[src/verilog/bsd_pkg.sv]
// bsd_pkg: shared widths, limits and reset values for the symbol decoder.
// assumes one sample clock, with every slower rate carried by an enable.
package bsd_pkg;

  localparam int unsigned DATA_W = 16;
  localparam int unsigned CNT_W = 16;
  localparam int unsigned SYM_LEN_MAX = 65535;
  localparam int unsigned SYM_LEN_DEF = 100;

  localparam logic [CNT_W-1:0] CNT_RST = 16'h0000;
  localparam logic [DATA_W-1:0] MAG_RST = 16'h0000;
  localparam logic BIT_RST = 1'b0;
  localparam logic VAL_RST = 1'b0;

  // everything the decoder hands downstream, kept together
  typedef struct packed {
    logic signed [DATA_W-1:0] mag;
    logic bit_val;
    logic bit_out;
  } bsd_out_t;

  localparam bsd_out_t OUT_RST = '{mag: MAG_RST, bit_val: VAL_RST, bit_out: BIT_RST};

endpackage : bsd_pkg

[src/verilog/bsd_symbol_decoder.sv]
// bsd_symbol_decoder: symbol timing recovery and bit decisions on the
// shaped output of a phase-shift-keying demodulator.
// assumes shaped_in and decision_level come from logic on core_clk, so no
// synchronisers; clk_en qualifies every edge for inputs and outputs alike.
`timescale 1ns/10ps
`default_nettype none

// Function
// symbol length is a build parameter, fixed while running
// symbol length counts whole sample clocks and paces symbol timing
// decision level may change any time, applied without reset
// shaped signal compared against the decision level as relative amplitude
// lower level accepts weaker symbols, higher level accepts fewer
// shaped amplitude output is the filter sample, signed 16-bit, unprocessed
// inputs and outputs act only on enabled rising edges
// bit output meaningful only while the valid strobe is high
// enable low stalls the whole pipeline, no loss or duplication
// controller should set level near 2 to 5 percent of peak
// symbol length parameter accepts 0 to 65535
// build option inverts every decided symbol
// decision level is a 16-bit unsigned quantity
// reset clears timing counter, valid low, bit zero
// at sample point, above level gives one, below negative gives zero
module bsd_symbol_decoder
  import bsd_pkg::*;
#(
  parameter int unsigned SYM_LEN = SYM_LEN_DEF,
  parameter bit INVERT = 1'b0
) (
  input wire logic core_clk,
  input wire logic resetn,
  input wire logic clk_en,
  input wire logic signed [DATA_W-1:0] shaped_in,
  input wire logic [DATA_W-1:0] decision_level,
  output logic signed [DATA_W-1:0] shaped_mag,
  output logic bit_valid,
  output logic bit_out
);

  // a zero or one cycle symbol degenerates to deciding on every sample
  localparam int unsigned EFF_LEN = (SYM_LEN < 1) ? 1 : SYM_LEN;
  localparam logic [CNT_W-1:0] CNT_LAST = CNT_W'(EFF_LEN - 1); // see R1
  localparam logic [CNT_W-1:0] CNT_MID = CNT_W'((EFF_LEN - 1) / 2);

  generate
    if (SYM_LEN > SYM_LEN_MAX) begin : g_len_check
      $error("symbol length beyond the counter range");
    end
    // the counter must reach the longest legal symbol without wrapping early
    if (SYM_LEN_MAX >= (64'd1 << CNT_W)) begin : g_cnt_check
      $error("symbol counter too narrow for the longest symbol");
    end
    if (DATA_W < 2) begin : g_data_check
      $error("sample width too small for a sign and a magnitude");
    end
  endgenerate

  logic [CNT_W-1:0] cnt_q;
  logic [CNT_W-1:0] cnt_d;
  logic sign_q;
  bsd_out_t out_q;
  bsd_out_t out_d;

  wire logic signed [DATA_W:0] sample_ext = {shaped_in[DATA_W-1], shaped_in};
  // unsigned level widened with a zero sign bit, so it is never negative
  wire logic signed [DATA_W:0] level_pos = {1'b0, decision_level};
  wire logic signed [DATA_W:0] level_neg = -level_pos;
  wire logic pos_hit = sample_ext >= level_pos; // see R4
  wire logic neg_hit = sample_ext <= level_neg; // see R4
  // resync on a sign change; noise near zero can jitter timing, a known limit
  wire logic crossing = shaped_in[DATA_W-1] != sign_q;
  wire logic at_last = cnt_q == CNT_LAST;
  wire logic sample_pt = cnt_q == CNT_MID;
  // positive side wins when a zero level makes both true
  wire logic decide = sample_pt && (pos_hit || neg_hit);
  wire logic raw_bit = pos_hit;
  wire logic dec_bit = INVERT ? !raw_bit : raw_bit;

  assign cnt_d = (crossing || at_last) ? CNT_RST : cnt_q + CNT_W'(1);

  always_comb begin
    out_d = out_q;
    out_d.mag = shaped_in;
    out_d.bit_val = decide; // see R8
    if (decide) begin
      out_d.bit_out = dec_bit;
    end
  end

  // level read live each enabled edge, nothing latched from it
  always_ff @(posedge core_clk) begin
    if (!resetn) begin
      cnt_q <= CNT_RST;
      sign_q <= 1'b0;
      out_q <= OUT_RST;
    end else if (clk_en) begin // see R7 see R9
      cnt_q <= cnt_d;
      sign_q <= shaped_in[DATA_W-1];
      out_q <= out_d;
    end
  end

  assign shaped_mag = out_q.mag;
  assign bit_valid = out_q.bit_val;
  assign bit_out = out_q.bit_out;
endmodule : bsd_symbol_decoder
`default_nettype wire

[config.mk]
export PLATFORM = sky130hd
export DESIGN_NAME = bsd_symbol_decoder
export DESIGN_NICKNAME = d
export VERILOG_FILES = /design/src/verilog/bsd_pkg.sv /design/src/verilog/bsd_symbol_decoder.sv
export SDC_FILE = /design/constraint.sdc
export NUM_CORES = 1
export LEC_CHECK = 0
export BUFFER_PORTS_ARGS = -buffer_cell sky130_fd_sc_hd__buf_2
export CAP_MARGIN = 20
export CORE_MARGIN = 10
export CORE_UTILIZATION = 35
export CTS_CLUSTER_SIZE = 20
export DETAILED_ROUTE_END_ITERATION = 10
export PLACE_DENSITY = 0.62
export SYNTH_ARGS = -nofsm -noshare
export SYNTH_HDL_FRONTEND = slang
export SYNTH_SLANG_ARGS = --single-unit
[constraint.sdc]
create_clock -name core_clk -period 4.7 [get_ports core_clk]
set_input_delay 0 -clock core_clk [delete_from_list [all_inputs] [get_ports core_clk]]
set_output_delay 0 -clock core_clk [all_outputs]
set_load 0.01 [all_outputs]
==> flow_summary.json, run 1 <==
{
  "worst_clock_skew_ns": 0.008418,
  "initial_core_util_pct": 35.91,
  "hold_ws_ns": 0.009737,
  "rsz0062_at_grt": "no",
  "synth.cell_area_um2": 2426,
  "routed_wl_um": 6180,
  "post-route-min-period_ns": 2.257,
  "drt_iter0_markers": 53,
  "setup_tns_ns": 0,
  "pre_cts_ws_ns": 2.136,
  "cp_max_fo": 4,
  "clock_path_buffers": 2,
  "worstSetupStartpointType": "primary input",
  "p_leak_nw": 1.404,
  "multi_input_area_um2": 1622,
  "period_share_pct": 48.01,
  "grtUsageTotal_pct": 12.39,
  "drive_above_1_share_pct": 18.16,
  "critPathKind": "in2reg",
  "place.gp.congestion": 0.8604,
  "wl_per_cell_um": 14.11,
  "dpl.hpwl_um": 4929,
  "grt_max_degree": 26,
  "cp.arrival_ns": 2.43,
  "synth-seq-cells": 34,
  "avgSynthCellArea_um2": 8.280,
  "root_buffer": "clkbuf_8",
  "num_rows": 30,
  "fillers": 673,
  "cts_tree": "yes",
  "drv_cap": 0,
  "boundaryPins": 53,
  "via_count": 2209,
  "hold_path.class": "in2reg",
  "hold_viol": 0,
  "clk_pin_slew_worst_paths_ns": 0.08,
  "via_per_inst": 5.043,
  "mostFrequentLayoutCell": "buf_2",
  "ys_seq_area_share_pct": 28.06,
  "syn_nets": 364,
  "antenna_found_initial": 0,
  "finalWorstSetupSlack_ns": 2.443,
  "dieArea_um2": 10660,
  "critPathRequiredTime_ns": 4.87,
  "chipHeight_um": 103.3,
  "final_nets": 428,
  "status": "finished, final reports clean",
  "syn-instance-count": 293,
  "clk_latency_ns": 0.29,
  "cts-htree-levels": 2,
  "setup_viol_count_final": 0,
  "core_area_um2": 6756,
  "grt_pass1_vias": 2231,
  "max-slew-margin-rel_pct": 53.96,
  "final_max_slew_viol_count": 0,
  "drc_errors": 0,
  "synth_cell_types": 39,
  "numCtsBuffers": 5,
  "crit_path_end_kind": "flip-flop",
  "worst_pin_slew_ns": 0.6906,
  "die_w_um": 103.3,
  "fmax_mhz": 443.2,
  "layout_common_cells": "buf_2 (52), nor2_1 (50), ha_1 (36)",
  "post_cts.repair.setup_buffers": 0,
  "register_area_um2": 680.7,
  "cts_resized": 0,
  "drtPass1Iterations": 4,
  "antenna_left": 0,
  "io_buffers": 52,
  "grt.overflow.total": 0,
  "power_density_nw_per_um2": 261.2,
  "n_antenna_cell": 0,
  "grt_pass1_wl_um": 10640,
  "yosys_warnings": 0,
  "clock_sinks": 34,
  "syn_to_final_growth_pct": 23.98,
  "cts_hold_buf": 11,
  "vdd_drop_max_v": 0.0001271
}
[metrics by stage]
step           util, %  cells  area (um2)  power (mW)
2_1_floorplan        -    293        2426      0.3998
3_3_place_gp     40.85    419        2760      0.4495
3_5_place_dp     40.85    419        2760      0.4524
4_1_cts          44.52    438        3008      0.7981
5_1_grt          44.52    438        3008      0.8278
6_report         44.52    438        3008      0.7855
[registers in the layout, summed over array words and instances (netlist names)]
name	flops
bit_out	1
bit_valid	1
cnt_q	16
shaped_mag	15
sign_q	1
[synth_stat cells]
library cell / n / area (um2)
a2111oi_0: 1 / 8.760
a211oi_1: 3 / 22.52
a21o_1: 1 / 7.510
a21oi_1: 11 / 55.05
a311o_1: 1 / 10.01
a31o_2: 1 / 8.760
a31oi_1: 1 / 6.260
a41oi_1: 1 / 8.760
and3_1: 2 / 12.51
and4_1: 2 / 17.52
buf_1: 2 / 7.510
buf_4: 1 / 7.510
clkbuf_1: 3 / 11.26
clkinv_1: 1 / 3.750
dfxtp_1: 34 / 680.7
ha_1: 36 / 450.4
inv_1: 25 / 93.84
mux2i_1: 16 / 160.2
nand2_1: 17 / 63.81
nand2b_1: 1 / 6.260
nand3_1: 13 / 65.06
nand4_1: 14 / 87.58
nand4b_1: 1 / 8.760
nor2_1: 50 / 187.7
nor2b_1: 1 / 6.260
nor3_1: 7 / 35.03
nor3b_1: 1 / 7.510
nor4_1: 2 / 12.51
nor4_2: 2 / 25.02
o2111a_1: 1 / 11.26
o21a_1: 1 / 7.510
o21ai_0: 4 / 20.02
o21bai_1: 2 / 15.01
o311ai_0: 1 / 8.760
o31ai_1: 3 / 22.52
or2_2: 1 / 6.260
or4_4: 1 / 11.26
xnor2_1: 19 / 166.4
xor2_1: 9 / 78.83
[worst paths after layout]
check	startpoint	to	slack, ns	cells after the start
worst max-delay path	decision_level[1]	bit_out$_SDFFE_PN0P_	2.44	13
worst min-delay path	shaped_in[9]	shaped_mag[9]$_SDFFE_PN0P_	0.01	3
worst max register to register	cnt_q[7]$_SDFFE_PN0P_	bit_out$_SDFFE_PN0P_	2.77	6
worst min register to register	shaped_mag[1]$_SDFFE_PN0P_	shaped_mag[1]$_SDFFE_PN0P_	0.49	2
[cell families (layout without fill, tap and decap cells)]
group,count (synthesis),after routing,share of synthesized area [%]
xor gates and xnor gates,28,28,10.11
adders and majority gates,36,36,18.57
muxes,16,16,6.601
and+or+nand+nor,115,115,22.80
AOI/OAI and AO/OA,32,32,8.768
buffers and inverters,32,97,5.106
DFF,34,34,28.06
[metal layers]
| layer | vias to the layer above | track usage, % | wire, um |
|---|---|---|---|
| li1 | 1157 | - | - |
| met1 | 1001 | 16.13 | 3028 |
| met2 | 43 | 19.65 | 2729 |
| met3 | 8 | 2.724 | 315 |
| met4 | 0 | 4.385 | 108 |
| met5 | - | 0 | 0 |
[critical path: stages]
cell       delay, ns
buf_2           0.11
inv_1           0.07
ha_1            0.24
nand2_1         0.12
o31ai_1         0.21
nand2_1         0.09
ha_1            0.30
a211oi_1        0.24
nor2_1          0.07
a2111oi_0       0.59
nor3_1          0.09
o31ai_1         0.21
a21oi_1         0.09
[area by class of cell]
cell class	instances	area share (%)
clock buffer	5	2.288
inverter	26	3.245
tap	80	3.328
clock inverter	3	2.288
multi-input combinational	227	53.91
sequential	34	22.63
timing repair buffer	63	12.31
[power breakdown]
| part | leakage [nW] | switching [mW] | internal [mW] |
|---|---|---|---|
| Sequential | 0.277 | 0.00544 | 0.298 |
| Clock | 0.0683 | 0.121 | 0.213 |
| Combinational | 1.06 | 0.0822 | 0.0666 |
Power figures use the tool's default switching activity.
==> run 2, diff against run 1 <==
--- a/config.mk
+++ b/config.mk
@@ -5,13 +5,14 @@
 export SDC_FILE = /design/constraint.sdc
 export NUM_CORES = 1
 export LEC_CHECK = 0
+export ABC_AREA = 1
 export BUFFER_PORTS_ARGS = -buffer_cell sky130_fd_sc_hd__buf_2
 export CAP_MARGIN = 20
 export CORE_MARGIN = 10
 export CORE_UTILIZATION = 35
 export CTS_CLUSTER_SIZE = 20
 export DETAILED_ROUTE_END_ITERATION = 10
-export PLACE_DENSITY = 0.62
+export PLACE_DENSITY = 0.64
 export SYNTH_ARGS = -nofsm -noshare
 export SYNTH_HDL_FRONTEND = slang
 export SYNTH_SLANG_ARGS = --single-unit
==> constraint.sdc (replaced) <==
create_clock -name core_clk -period 1.95 [get_ports core_clk]
set_input_delay 0 -clock core_clk [delete_from_list [all_inputs] [get_ports core_clk]]
set_output_delay 0 -clock core_clk [all_outputs]
set_load 0.01 [all_outputs]
==> run 2 against run 1 <==
Effect of this change: the run now ends with setup timing left; largest cell class unchanged; clock-buffer cell count is 2 higher; sequential cell count is the same; critical path type unchanged; critical endpoint unchanged; routed wire length grew 23%; first-iteration DRC count is 23% higher; sequential share of layout area fell by 3.4 points; highest routed layer unchanged; utilization is 3.7 points higher; synthesized cell count up 37%.
==> flow_summary.json, run 2 <==
{
  "drtPass1Iterations": 4,
  "syn_nets": 473,
  "cts_tree": "yes",
  "final_util_pct": 48.20,
  "synthTopCellsByArea": "dfxtp_1 (25%), ha_1 (17%), nand2_1 (12%), nor2_1 (9.8%), inv_1 (7.4%)",
  "worstSetupStartpointType": "primary input",
  "grt_pass1_wl_um": 12140,
  "final_cell_count_no_fill": 594,
  "failed_checks": "setup timing",
  "cp_slowest_cell": "ha_1",
  "p_leak_nw": 1.792,
  "ys_seq_area_share_pct": 25.42,
  "mostFrequentLayoutCell": "nand2_1",
  "synth-edff-count": 0,
  "status": "complete, but fails checks",
  "avgSynthCellArea_um2": 6.661,
  "clk_latency_ns": 0.28,
  "clock_sinks": 34,
  "antenna_found_initial": 0,
  "drc_errors": 0,
  "n_antenna_cell": 0,
  "antenna_left": 0,
  "finalWorstSetupSlack_ns": -0.1704,
  "via_count": 2766,
  "yosys_warnings": 0,
  "grt_max_degree": 19,
  "crit_path_end_kind": "flip-flop",
  "p_total_mw": 1.669,
  "syn-instance-count": 402,
  "num_rows": 31,
  "drv_cap": 0,
  "clk_pin_slew_worst_paths_ns": 0.06,
  "max-slew-margin-rel_pct": 69.33,
  "grtUsageTotal_pct": 12.82,
  "initial_core_util_pct": 36.53,
  "hold_viol": 0,
  "via_per_inst": 4.657,
  "power_density_nw_per_um2": 472.3,
  "setup_viol_count_final": 2,
  "boundaryPins": 53,
  "critPathRequiredTime_ns": 2.12,
  "core_area_um2": 7331,
  "final_nets": 566,
  "drive_above_1_share_pct": 27.68,
  "async_reset_ff_share_pct": 0,
  "period_share_pct": 108.7,
  "clock_path_buffers": 2,
  "crit_top_cell": "nand2_1",
  "crit_chain": "buf_12 -> inv_12 -> ha_4 -> nand3_4 -> buf_4 -> buf_4 -> buf_4 -> buf_4 -> buf_4 -> buf_4 -> xor2_1 -> ha_1 -> nand2_1 -> inv_1 -> nand2_1 -> nand2_1 -> nand2_1 -> nand2_1 -> nand2_1 -> nand2_1 -> nand2_1 -> nand3_2 -> nand2_2 -> a21oi_2",
  "numCtsBuffers": 5,
  "fin_area_um2": 3533,
  "synth_cell_types": 35,
  "post_dp_cell_area_um2": 3242,
  "cts-htree-levels": 2,
  "synth_area_leader_cell": "dfxtp_1",
  "cp.arrival_ns": 2.29,
  "dieArea_um2": 11550,
  "place.gp.congestion": 0.8432,
  "synthTopCellsByCount": "nand2_1 (85), nor2_1 (70), inv_1 (53)",
  "layout_common_cells": "nand2_1 (83), nor2_1 (61), inv_1 (51)",
  "ys.flop_type": "dfxtp_1",
  "synth.cell_area_um2": 2678,
  "final_max_slew_viol_count": 0,
  "worst_pin_slew_ns": 0.4595,
  "vdd_drop_max_v": 0.0004102,
  "fmax_mhz": 471.6,
  "regMostFlops": "cnt_q",
  "place_inst": 570,
  "cpPeakStageDelay_ns": 0.29,
  "rsz0062_at_grt": "yes",
  "dpl.hpwl_um": 6106,
  "grt.overflow.total": 0,
  "grt_pass1_vias": 2674,
  "wl_per_cell_um": 12.80,
  "io_buffers": 52,
  "drt_iter0_markers": 65,
  "root_buffer": "clkbuf_8",
  "worst_clock_skew_ns": 0.004020,
  "cts_hold_buf": 0,
  "chipHeight_um": 107.5,
  "synth_most_common_cell": "nand2_1",
  "largest_reg_flops": 16,
  "cp_max_fo": 2,
  "synth_top_area_share_pct": 25.42,
  "die_w_um": 107.5,
  "fillers": 745,
  "hold_path.class": "in2reg",
  "syn_to_final_growth_pct": 31.96,
  "synth-seq-cells": 34,
  "post-route-min-period_ns": 2.120,
  "routed_wl_um": 7603,
  "setup_tns_ns": -0.3311,
  "critPathKind": "in2reg"
}
run 2: changes by cell type in the layout (fill, tap and decap cells not counted), moves of 11 or more:
cell and delta:
buf_4 +41, dlygate4sd3_1 -11, inv_1 +26, mux2i_1 -16
nand2_1 +66, nor2_1 +11, nor2_2 +11, o21ai_0 +16
xnor2_1 -17
run 2: worst paths after layout:
check                                             endpoint  cells after the start  slack, ns                   from
worst min-delay path            shaped_mag[8]$_SDFFE_PN0P_                      3       0.02           shaped_in[8]
worst max register to register      cnt_q[14]$_SDFFE_PN0P_                      8       0.22  cnt_q[0]$_SDFFE_PN0P_
worst min register to register        bit_out$_SDFFE_PN0P_                      2       0.47   bit_out$_SDFFE_PN0P_
worst max-delay path                  bit_out$_SDFFE_PN0P_                     24      -0.17      decision_level[1]
run 2: metrics by stage:
step	hold WS [ns]	worst slack, ns
after global placement	0.2974	-0.5076
after CTS	0.01795	-0.1252
final	0.01893	-0.1704
after global routing	0.02986	-0.3846
after floorplan	0.1349	-0.1278
after detailed placement	0.3027	-0.5921
run 2: final cells by class:
| cell class | count | area [um2] | share of cell area (%) |
|---|---|---|---|
| flip-flops and latches | 34 | 680.7 | 19.26 |
| multi-input cells | 305 | 1834 | 51.91 |
| clock buffers | 7 | 76.32 | 2.160 |
| repair buffers | 93 | 593.1 | 16.78 |
| inverters | 56 | 225.2 | 6.374 |
| well taps | 99 | 123.9 | 3.506 |
run 2: layer usage:
layer / up-vias / share of wire, % / GRT usage (%) / wire [um]
met1: 1252 / 45 / 14.81 / 3421
li1: 1473 / - / - / -
met2: 30 / 50 / 22.82 / 3820
met3: 11 / 2.9 / 2.216 / 218
met4: 0 / 1.9 / 5.153 / 143
met5: - / 0 / 0 / 0
run 2: cells by family after synthesis:
family,after synthesis,share of synthesized area [%]
and+or+nand+nor,208,34.25
buffers and inverters,63,9.158
AOI/OAI and AO/OA,47,9.767
adders and majority gates,36,16.82
DFF,34,25.42
xor gates and xnor gates,14,4.580
run 2: what timing repair did:
item                                    4_1_cts  5_1_grt
buffers inserted                             11        6
pin swaps                                    18       17
gates resized for setup                      11       12
endpoints found under the setup margin        2        2
run 2: report_power, final:
group / internal, mW / switching (mW) / total, mW / leakage, nW
clock: 0.245 / 0.230 / 0.476 / 0.0383
sequential: 0.721 / 0.0152 / 0.736 / 0.278
combinational: 0.199 / 0.258 / 0.457 / 1.48
run 2: critical path: cells and delay by family:
| kind | cells | cell delay [ns] |
|---|---|---|
| adder cells (fa/ha/maj) | 2 | 0.42 |
| buffers and inverters | 9 | 0.95 |
| XOR/XNOR | 1 | 0.13 |
| AO/OA/AOI/OAI | 1 | 0.04 |
| AND/OR/NAND/NOR | 11 | 0.73 |
==> run 3, diff against run 2 <==
--- a/config.mk
+++ b/config.mk
@@ -8,11 +8,13 @@
 export ABC_AREA = 1
 export BUFFER_PORTS_ARGS = -buffer_cell sky130_fd_sc_hd__buf_2
 export CAP_MARGIN = 20
+export CELL_PAD_IN_SITES_DETAIL_PLACEMENT = 0
+export CELL_PAD_IN_SITES_GLOBAL_PLACEMENT = 2
 export CORE_MARGIN = 10
-export CORE_UTILIZATION = 35
+export CORE_UTILIZATION = 30
 export CTS_CLUSTER_SIZE = 20
 export DETAILED_ROUTE_END_ITERATION = 10
-export PLACE_DENSITY = 0.64
+export PLACE_DENSITY = 0.87
 export SYNTH_ARGS = -nofsm -noshare
 export SYNTH_HDL_FRONTEND = slang
 export SYNTH_SLANG_ARGS = --single-unit
==> constraint.sdc (replaced) <==
create_clock -name core_clk -period 2 [get_ports core_clk]
set_input_delay 0 -clock core_clk [delete_from_list [all_inputs] [get_ports core_clk]]
set_output_delay 0 -clock core_clk [all_outputs]
set_load 0.01 [all_outputs]
==> run 3 against run 2 <==
Effect of this change: the flow still finishes with violations (setup timing); worst hold slack lost 0.011 ns; clock-buffer cell count grew 1; combinational power shrank 2%; total power grew 5.3%; via count shrank 1.2%.
==> flow_summary.json, run 3 (synthesized netlist as in run 2, its figures left out) <==
{
  "grtUsageTotal_pct": 11.97,
  "r2r_cells": 8,
  "critPathRequiredTime_ns": 2.17,
  "p_int_mw": 1.244,
  "status": "complete, but fails checks",
  "chipHeight_um": 114.5,
  "pwr-share-comb_pct": 25.5,
  "initial_core_util_pct": 30.70,
  "hold_depth": 3,
  "dpl.hpwl_um": 6415,
  "grt_pass1_wl_um": 13040,
  "cts-htree-levels": 2,
  "drtPass1Iterations": 4,
  "n_antenna_cell": 0,
  "finalWorstSetupSlack_ns": -0.06591,
  "boundaryPins": 53,
  "cts_tree": "yes",
  "clk_latency_ns": 0.28,
  "p_leak_nw": 1.787,
  "pre_cts_ws_ns": -0.5481,
  "clkPwrFrac_pct": 33.6,
  "place.gp.congestion": 0.8151,
  "p_total_mw": 1.758,
  "vdd_drop_max_v": 0.0004707,
  "r2r-start": "cnt_q[1]$_SDFFE_PN0P_",
  "max-slew-margin-rel_pct": 64.85,
  "regMostFlops": "cnt_q",
  "place_inst": 581,
  "clock_sinks": 34,
  "numCtsBuffers": 5,
  "switching_share_pct": 29.21,
  "critPathKind": "in2reg",
  "die_w_um": 114.5,
  "largest_reg_flops": 16,
  "antenna_left": 0,
  "wl_per_cell_um": 12.96,
  "dieArea_um2": 13100,
  "crit_path_start": "decision_level[0]",
  "worstSetupStartpointType": "primary input",
  "final_util_pct": 40.83,
  "fin_area_um2": 3561,
  "post-route-min-period_ns": 2.066,
  "highest_layer": "met4",
  "final_max_slew_viol_count": 0,
  "grt.overflow.total": 0,
  "clock_path_buffers": 2,
  "drive_above_1_share_pct": 26.79,
  "power_density_nw_per_um2": 493.7,
  "rsz0062_at_grt": "yes",
  "num_rows": 34,
  "timing.rr.end": "cnt_q[14]$_SDFFE_PN0P_",
  "mostFrequentLayoutCell": "nand2_1",
  "final_cell_count_no_fill": 597,
  "antenna_found_initial": 0,
  "core_area_um2": 8721,
  "whs_endpoint": "shaped_mag[3]$_SDFFE_PN0P_",
  "syn_to_final_growth_pct": 32.99,
  "root_buffer": "clkbuf_8",
  "via_count": 2732,
  "routed_wl_um": 7739,
  "drc_errors": 0,
  "hold_path.class": "in2reg",
  "grt_max_degree": 20,
  "met3_length_um": 292,
  "via_per_inst": 4.576,
  "failed_checks": "setup timing",
  "cp.arrival_ns": 2.24,
  "worst_clock_skew_ns": 0.002447,
  "post_dp_cell_area_um2": 3268,
  "layout_common_cells": "nand2_1 (84), nor2_1 (64), inv_1 (50), buf_2 (50), dfxtp_1 (34)",
  "crit_path_end_kind": "flip-flop",
  "min_from": "shaped_in[3]",
  "drt_iter0_markers": 81,
  "p_seq_share_pct": 40.8,
  "period_share_pct": 103.3,
  "clk_pin_slew_worst_paths_ns": 0.07,
  "wl_met1_um": 3899,
  "hold_viol": 0,
  "cp_max_fo": 3,
  "r2r_slack_ns": 0.28,
  "drv_cap": 0,
  "grt_pass1_vias": 2694,
  "final_nets": 559,
  "worst_pin_slew_ns": 0.5266,
  "io_buffers": 52,
  "setup_viol_count_final": 1,
  "routed-wl-met2_um": 3463,
  "fmax_mhz": 484.0,
  "p_sw_mw": 0.5135
}
-- run 3: worst max-delay path by stage --
stage,cells past startpoint,endpoint
final,23,bit_out$_SDFFE_PN0P_
after global routing,21,bit_out$_SDFFE_PN0P_
after CTS,21,bit_out$_SDFFE_PN0P_
after detailed placement,20,bit_out$_SDFFE_PN0P_
after global placement,21,bit_out$_SDFFE_PN0P_
after floorplan,20,bit_out$_SDFFE_PN0P_
-- run 3: per-layer routing --
layer / up-vias / global-route usage (%)
met5: - / 0
met4: 0 / 3.091
met3: 8 / 2.830
met2: 40 / 18.76
met1: 1219 / 16.02
li1: 1465 / -
-- run 3: power by group through the flow --
stage                     clock network [mW]  registers [mW]  logic, mW
after global routing                   0.649           0.720      0.513
after detailed placement                   0           0.733      0.421
after global placement                     0           0.732      0.416
after CTS                              0.616           0.717      0.435
final                                  0.591           0.718      0.449
after floorplan                            0           0.742      0.228
-- run 3: what timing repair did --
| item | CTS | global route |
|---|---|---|
| setup endpoints to repair | 2 | 2 |
| endpoints found under the hold margin | 1 | 0 |
| gates resized for setup | 9 | 18 |
| hold buffers | 1 | 0 |
| pin swaps | 17 | 5 |
| setup buffers | 6 | 1 |
-- run 3: per-stage QoR --
step	hold WS [ns]	setup TNS, ns
floorplan	0.1349	-0.1237
global placement	0.2856	-0.8509
detailed placement	0.2975	-1.058
CTS	0.004297	-0.1548
global route	0.006968	-0.4861
finish	0.007900	-0.06591
-- run 3: worst max-delay path, cell delays in order --
cell and delay [ns]:
buf_12 0.11, clkinv_4 0.04, ha_4 0.14, nand3_4 0.08, buf_4 0.14, buf_4 0.12
buf_4 0.12, buf_4 0.12, buf_4 0.12, xor2_1 0.14, ha_1 0.29, nand2_1 0.12
inv_1 0.07, nand2_1 0.06, nand2_1 0.04, nand2_1 0.05, nand2_1 0.05, nand2_1 0.08
nand2_1 0.06, nand2_1 0.06, nand3_2 0.09, nand2_1 0.07, a21oi_1 0.06
-- run 3: area by class of cell --
type | instances | area [um2]
Sequential cell | 34 | 680.7
Timing Repair Buffer | 86 | 548.0
Fill cell | 928 | 5160
Clock buffer | 8 | 110.1
Multi-Input combinational cell | 305 | 1859
Tap cell | 108 | 135.1
Inverter | 56 | 227.7
